<file path="src/shared/dac_latch_pkg.sv">
// constants and types for the converter input latch front end
package dac_latch_pkg;
  localparam int unsigned DATA_W      = 10;
  localparam int unsigned MSB_POS     = 9;
  localparam logic [9:0]  CODE_RESET  = 10'h000;
  localparam logic [9:0]  CODE_ONES   = 10'h3ff;
  localparam logic [9:0]  MSB_MASK    = 10'h200;
  localparam int unsigned CLK_HZ      = 50000000;
  localparam int unsigned SLEEP_DOWN_US = 5;
  localparam int unsigned SLEEP_UP_MS   = 3;
  localparam int unsigned SLEEP_DOWN_CYC = (CLK_HZ / 1000000) * SLEEP_DOWN_US;
  localparam int unsigned SLEEP_UP_CYC   = (CLK_HZ / 1000) * SLEEP_UP_MS;
  localparam logic [17:0] CNT_ZERO    = 18'h00000;
  localparam logic [17:0] CNT_ONE     = 18'h00001;

  typedef enum logic [1:0] {
    PWR_ACTIVE   = 2'b00,
    PWR_SLEEPING = 2'b01,
    PWR_DOWN     = 2'b11,
    PWR_WAKING   = 2'b10
  } pwr_state_t;

  // format select: low is straight binary, high is twos complement
  typedef enum logic {
    FMT_BINARY = 1'b0,
    FMT_TWOS   = 1'b1
  } fmt_t;

  // offset binary conversion of a twos complement word
  function automatic logic [9:0] decode_word(input logic [9:0] w, input logic twos);
    decode_word = twos ? (w ^ MSB_MASK) : w;
  endfunction
endpackage

</file>
<file path="src/dac_code_decode.sv">
// input register and code decoder of the converter
`timescale 1ns/1ps
module dac_code_decode
  import dac_latch_pkg::*;
(
  // clock and reset
  input  wire logic              clk_sys,
  input  wire logic              rst,
  // parallel word and format
  input  wire logic [DATA_W-1:0] data_in,
  input  wire logic              fmt_sel,
  // decoded code toward the steering array
  output logic      [DATA_W-1:0] code
);
  logic [DATA_W-1:0] word;
  logic              word_fmt;
  logic [DATA_W-1:0] next_word;
  logic              next_word_fmt;
  logic [DATA_W-1:0] next_code;

  // capture word and format together so they stay paired
  always_comb begin
    next_word     = data_in;
    next_word_fmt = fmt_sel;
    next_code     = decode_word(word, word_fmt == FMT_TWOS);
  end

  always_ff @(posedge clk_sys or posedge rst) begin
    if (rst) begin
      word     <= CODE_RESET;
      word_fmt <= FMT_BINARY;
      code     <= CODE_RESET;
    end else begin
      word     <= next_word;
      word_fmt <= next_word_fmt;
      code     <= next_code;
    end
  end
endmodule

</file>
<file path="src/dac_input_latch_control.sv">
// digital front end of a 10-bit current-output converter
// How it works
// - the data word is captured on each rising clock edge only.
// - the word is ten bits, bit 9 most significant and bit 0 least.
// - the format input selects straight binary or twos complement decoding.
// - a low format input means format zero, straight binary; nothing pulls it low when undriven.
// - the true output is full scale when every decoded bit is one.
// - the complementary output is the inverse, full scale at all zeros.
// - a high sleep input blanks the outputs at once, without the clock; powered_down follows after the SLEEP_DOWN_CYC count.
`timescale 1ns/1ps
module dac_input_latch_control
  import dac_latch_pkg::*;
(
  // clock and reset
  input  wire logic              clk_sys,
  input  wire logic              rst,
  // parallel data from the driving logic
  input  wire logic [DATA_W-1:0] data_in,
  // format select and sleep, neither pulled low when undriven
  input  wire logic              fmt_sel,
  input  wire logic              sleep,
  // digital drive of the current-steering array
  output logic      [DATA_W-1:0] true_current_output,
  output logic      [DATA_W-1:0] complementary_current_output,
  // power status
  output logic                   powered_down,
  output logic                   output_valid
);
  logic [DATA_W-1:0] code;
  pwr_state_t        state;
  pwr_state_t        next_state;
  logic [17:0]       cnt;
  logic [17:0]       next_cnt;

  dac_code_decode u_decode (
    .clk_sys (clk_sys),
    .rst     (rst),
    .data_in (data_in),
    .fmt_sel (fmt_sel),
    .code    (code)
  );

  // sleep forces outputs off with no clock
  always_comb begin
    if (sleep) begin
      true_current_output          = CODE_RESET;
      complementary_current_output = CODE_RESET;
    end else begin
      true_current_output          = code;
      complementary_current_output = code ^ CODE_ONES;
    end
  end

  // power sequencing; status only, the driver still owns the waits
  always_comb begin
    next_state = state;
    next_cnt   = (cnt == CNT_ZERO) ? CNT_ZERO : cnt - CNT_ONE;
    unique case (state)
      PWR_ACTIVE: begin
        if (sleep) begin
          next_state = PWR_SLEEPING;
          next_cnt   = 18'(SLEEP_DOWN_CYC - 1);
        end
      end
      PWR_SLEEPING: begin
        if (!sleep) begin
          next_state = PWR_WAKING;
          next_cnt   = 18'(SLEEP_UP_CYC - 1);
        end else if (cnt == CNT_ZERO) begin
          next_state = PWR_DOWN;
        end
      end
      PWR_DOWN: begin
        if (!sleep) begin
          next_state = PWR_WAKING;
          next_cnt   = 18'(SLEEP_UP_CYC - 1);
        end
      end
      PWR_WAKING: begin
        if (sleep) begin
          next_state = PWR_SLEEPING;
          next_cnt   = 18'(SLEEP_DOWN_CYC - 1);
        end else if (cnt == CNT_ZERO) begin
          next_state = PWR_ACTIVE;
        end
      end
    endcase
  end

  // register power state
  always_ff @(posedge clk_sys or posedge rst) begin
    if (rst) begin
      state <= PWR_ACTIVE;
      cnt   <= CNT_ZERO;
    end else begin
      state <= next_state;
      cnt   <= next_cnt;
    end
  end

  // status from state; sleep drops valid at once
  always_comb begin
    powered_down = (state == PWR_DOWN);
    output_valid = (state == PWR_ACTIVE) && !sleep;
  end
endmodule

</file>
<file path="config.mk">
export PLATFORM = sky130hd
export DESIGN_NAME = dac_input_latch_control
export DESIGN_NICKNAME = d
export VERILOG_FILES = /design/src/shared/dac_latch_pkg.sv /design/src/dac_code_decode.sv /design/src/dac_input_latch_control.sv
export SDC_FILE = /design/constraint.sdc
export NUM_CORES = 1
export LEC_CHECK = 0
export BUFFER_PORTS_ARGS = -buffer_cell sky130_fd_sc_hd__buf_2
export CAP_MARGIN = 20
export CORE_MARGIN = 2
export CORE_UTILIZATION = 30
export DETAILED_ROUTE_END_ITERATION = 6
export HOLD_SLACK_MARGIN = 0.1
export PLACE_DENSITY = 0.61
export REMOVE_ABC_BUFFERS = 1
export SLEW_MARGIN = 20
export SYNTH_ARGS = -nofsm -noshare
export SYNTH_HDL_FRONTEND = slang
export SYNTH_SLANG_ARGS = --single-unit
</file>
<file path="constraint.sdc">
create_clock -name clk_sys -period 4.1 [get_ports clk_sys]
set_input_delay 0.205 -clock clk_sys [delete_from_list [all_inputs] [get_ports clk_sys]]
set_output_delay 0.205 -clock clk_sys [all_outputs]
set_load 0.1 [all_outputs]
</file>
==> run summary <==
The run finished with clean final reports. The final hold slack is 279 ps. Of the cells placed in the final design, the portion with a size suffix greater than 1 is 26.6%. For this run, the leading register cell type out of synthesis is dfrtp_1. The number of I/O pins is 36. The synthesized design contains 41 register bits.

The detailed-routed wire length on met2 was 1570 um; the worst setup slack for register-to-register paths was 1630 ps. Data on the critical path is required at its endpoint by 4280 ps. Post-synthesis average cell area: 11.3 um^2. For the post-DP HPWL, the log shows 2220 um. The power density relative to cell area was 431 nW/um^2. Ranked by total cell area, the synthesized netlist is headed by dfrtp_1 (58%), nor2_1 (5.5%), nor2b_1 (3.5%), xnor2_1 (3.0%), xor2_1 (3.0%). At the pin with the least slew margin, the transition time is 648 ps.

The highest routed metal layer is met4. Derived from the worst setup path, the maximum achievable clock frequency is 0.404 GHz. At the worst endpoint, the arrival time is 2660 ps. Setup violations remaining at the end of the flow were counted as 0.

The run gives 0 as the count of instances resized after the clock tree is built. The run gives 1291 as the detailed-route via count. In this run the vertical extent of the chip is 80.7 um. Across every metal layer, demand over resource in global routing totals 12.0%.

The synthesized netlist cell count came out at 157. The synthesized design spends more area on one cell type than any other, namely dfrtp_1. The share of the Yosys chip area taken by registers is 58.1%. The hold violation total from the final report came out at 0. The path type of the worst setup path is register to register. The number of placement rows was 27. Grouping stages by cell kind, the critical path spends the most delay in simple AND/OR/NAND/NOR gates.

The die extent in x is 80.7 um, and the clock edge transition at the registers on the reported setup and hold paths is 80 ps. The tools report the kind of start point of the critical path as a register. The run gives 0 as the post-route DRC violation count.

Entering global routing, the biggest net connects 42 pins. Compared with the post-synthesis result, the final layout area differs by 27.8%. Setup repair after global routing left no endpoint under its margin. The critical path goes through or4_4 > or4b_4 > nor4_4 > nor2_1 > maj3_2. Once the floorplan was initialized, standard cells occupied 31.5% of the core. The final layout contains routed wiring with a total length of 3370 um. The first detailed-routing pass ran for 4 iterations. The run gives 0 as the initial antenna violation count. The floorplan core area is 5610 um^2. The number of buffers between clock root and the deepest sink came out at 2. The congestion estimate from routability-driven global placement came to 0.795. Path type of the worst min-delay path: input pin to register.

The slowest stage of the critical path belongs to the cell or4b_4. In this run the worst path has a maximum fanout of 5. The finished cells cover 2260 um^2. Wire length of the first global-routing pass: 6000 um. TritonCTS built the clock tree. The total number of nets in the final design is 221. The worst-case IR drop observed on VDD is 0.249 mV. The H-tree generated during clock tree synthesis spans 2 levels. In this run the clock root is driven by a clkbuf_8. The synthesized-area fraction occupied by and/or/nand/nor cells was 22.1%; the number of distinct library cell variants in the gate-level netlist after synthesis was 40. The worst-case headroom to the max-slew limit is 56.5%, and the number of max-slew violations in the final report is 0.

The tools report the antenna diode instance count as 0. Clock tree synthesis found a total of 41 sinks. By area, the combinational part of the netlist is dominated by simple AND/OR/NAND/NOR gates.

The adder-cell share of the synthesized area is 3.82%, and the post-synthesis cell area is 1770 um^2. In the finished design, the share of the clock period the worst path needs comes to 60.3%. The buffers plus inverters on the worst setup path works out to 0. The floorplan step defined a die boundary enclosing 6520 um^2.

The run gives 2020 um^2 as the area after detailed placement. At the later pin of the worst-skew pair, clock insertion delay measures 290 ps. For the count of yosys warnings during synthesis, the log shows 0. The worst setup path is captured at a register.

Of the post-synthesis cell area, the dominant cell type holds 58.1%. In the synthesized netlist, mux cells make up 1.20% of the area. The met3 wirelength from detailed routing is 226 um, and the per-cell routed wire length is 12.1 um.

After routing, the total negative slack on setup checks comes to 0 ps. The violation count after the first detailed-routing iteration is 77. Of the total synthesized cell area, the portion taken by XOR and XNOR cells is 5.95%. Across the routed clock network, the largest skew measured is 9.17 ps.

Of all flip-flops after synthesis, the portion carrying an async set or reset was 100%. The met1 routed wirelength after detailed routing is 1510 um. The number of synthesized flops with an enable pin came out at 0.

Summing the areas of all compound-gate instances in the mapped netlist gives 6.73% of the synthesized area. Global routing finished with a remaining overflow of 0. Using the TritonRoute via totals, the vias-per-cell ratio works out to 4.63.

By count the netlist is led by dfrtp_1 (41), nor2_1 (26), nor2b_1 (10), o21ai_0 (9). In the post-synthesis netlist, the cell with the most instances is dfrtp_1. In this design, the stage delay of the slowest critical-path cell is 590 ps.

Buffers placed on the I/O ports in this run total 35. The number of buffers created by CTS was 5. The number of max-cap violations came out at 0. Once the clock tree was built, the setup fixing pass inserted 0 buffers. The number of global-route vias before repair is 1360, and the residual antenna-violating net count after detailed routing is 0.

For the static leakage power, the log shows 0.989 nW. The shortest period the worst path allows is 2470 ps.
==> worst reg2reg max path, cell delays in order, from the launching register on <==
cell	delay (ps)
dfrtp_1	410
or4_4	580
or4b_4	590
nor4_4	370
nor2_1	110
maj3_2	310
==> layout by cell type, fill, tap and decap left out, types with 2 or more instances in the layout <==
master,synthesis,routed
o21a_1,2,2
dlygate4sd3_1,0,12
nor3_1,3,3
xor2_1,6,6
nand2_1,5,5
o31ai_1,2,2
or3_1,2,2
o21ai_0,9,9
nand3b_1,2,2
dfrtp_1,41,41
buf_2,0,35
xnor2_1,6,6
clkbuf_8,0,6
nor4_4,2,2
and2_1,2,2
nor2b_1,10,10
maj3_2,4,4
inv_1,3,3
nor4_1,3,3
nor2_1,26,26
nand2b_1,3,3
==> cell type report <==
class                           instances  area (um^2)
Timing Repair Buffer                   48          303
Sequential cell                        41         1030
Clock inverter                          2         37.5
Tap cell                               72         90.1
Multi-Input combinational cell        106          703
Fill cell                             561         3350
Inverter                                4         15.0
Clock buffer                            6         82.6
==> final timing paths <==
kind,startpoint,end,cells past startpoint
hold / removal,sleep,state[0],1
setup / recovery,cnt[11],cnt[14],5
setup reg to reg,cnt[11],cnt[14],5
hold reg to reg,u_decode.word[6],u_decode.code[6],0
min in group asynchronous,rst,u_decode.code[6],4
max in group asynchronous,rst,state[1],4
==> flip-flops by register name, indices dropped and copies added, names as in the netlist <==
signal             cells
u_decode.code         10
cnt                   18
state                  2
u_decode.word         10
u_decode.word_fmt      1
==> timing repair <==
| action | in CTS | in global routing |
|---|---|---|
| endpoints found under the setup margin | 0 | 0 |
| hold buffers | 12 | 0 |
| hold endpoints to repair | 52 | 0 |
==> through the flow <==
| step | std cells | utilization (%) | total power, W | setup WS (ps) |
|---|---|---|---|---|
| 3_5_place_dp | 259 | 36.0 | 0.000639 | 1630 |
| 6_report | 279 | 40.2 | 0.000972 | 1630 |
| 3_3_place_gp | 259 | 36.0 | 0.000637 | 1680 |
| 4_1_cts | 279 | 40.2 | 0.000984 | 1610 |
| 2_1_floorplan | 151 | - | 0.000602 | 1270 |
| 5_1_grt | 279 | 40.2 | 0.00102 | 1490 |
==> where the power goes <==
| group | internal [W] | switching [W] | total [W] |
|---|---|---|---|
| combinational | 0.0000522 | 0.000137 | 0.000189 |
| clock | 0.000198 | 0.000134 | 0.000332 |
| sequential | 0.000429 | 0.0000219 | 0.000451 |
| total | 0.000679 | 0.000293 | 0.000972 |
==> per-layer routing <==
metal  up-vias  track usage, %
li1        634               -
met1       607            14.8
met2        44            19.8
met3         6            3.33
met4         0            5.08
met5         -               0
==> kinds of logic after synthesis <==
group / Yosys count
and+or+nand+nor: 67
DFF: 41
AOI/OAI and AO/OA: 19
xor gates and xnor gates: 12
buffers and inverters: 10
adders and majority gates: 6
muxes: 2
No activity file was read; power rests on OpenSTA's default activity.
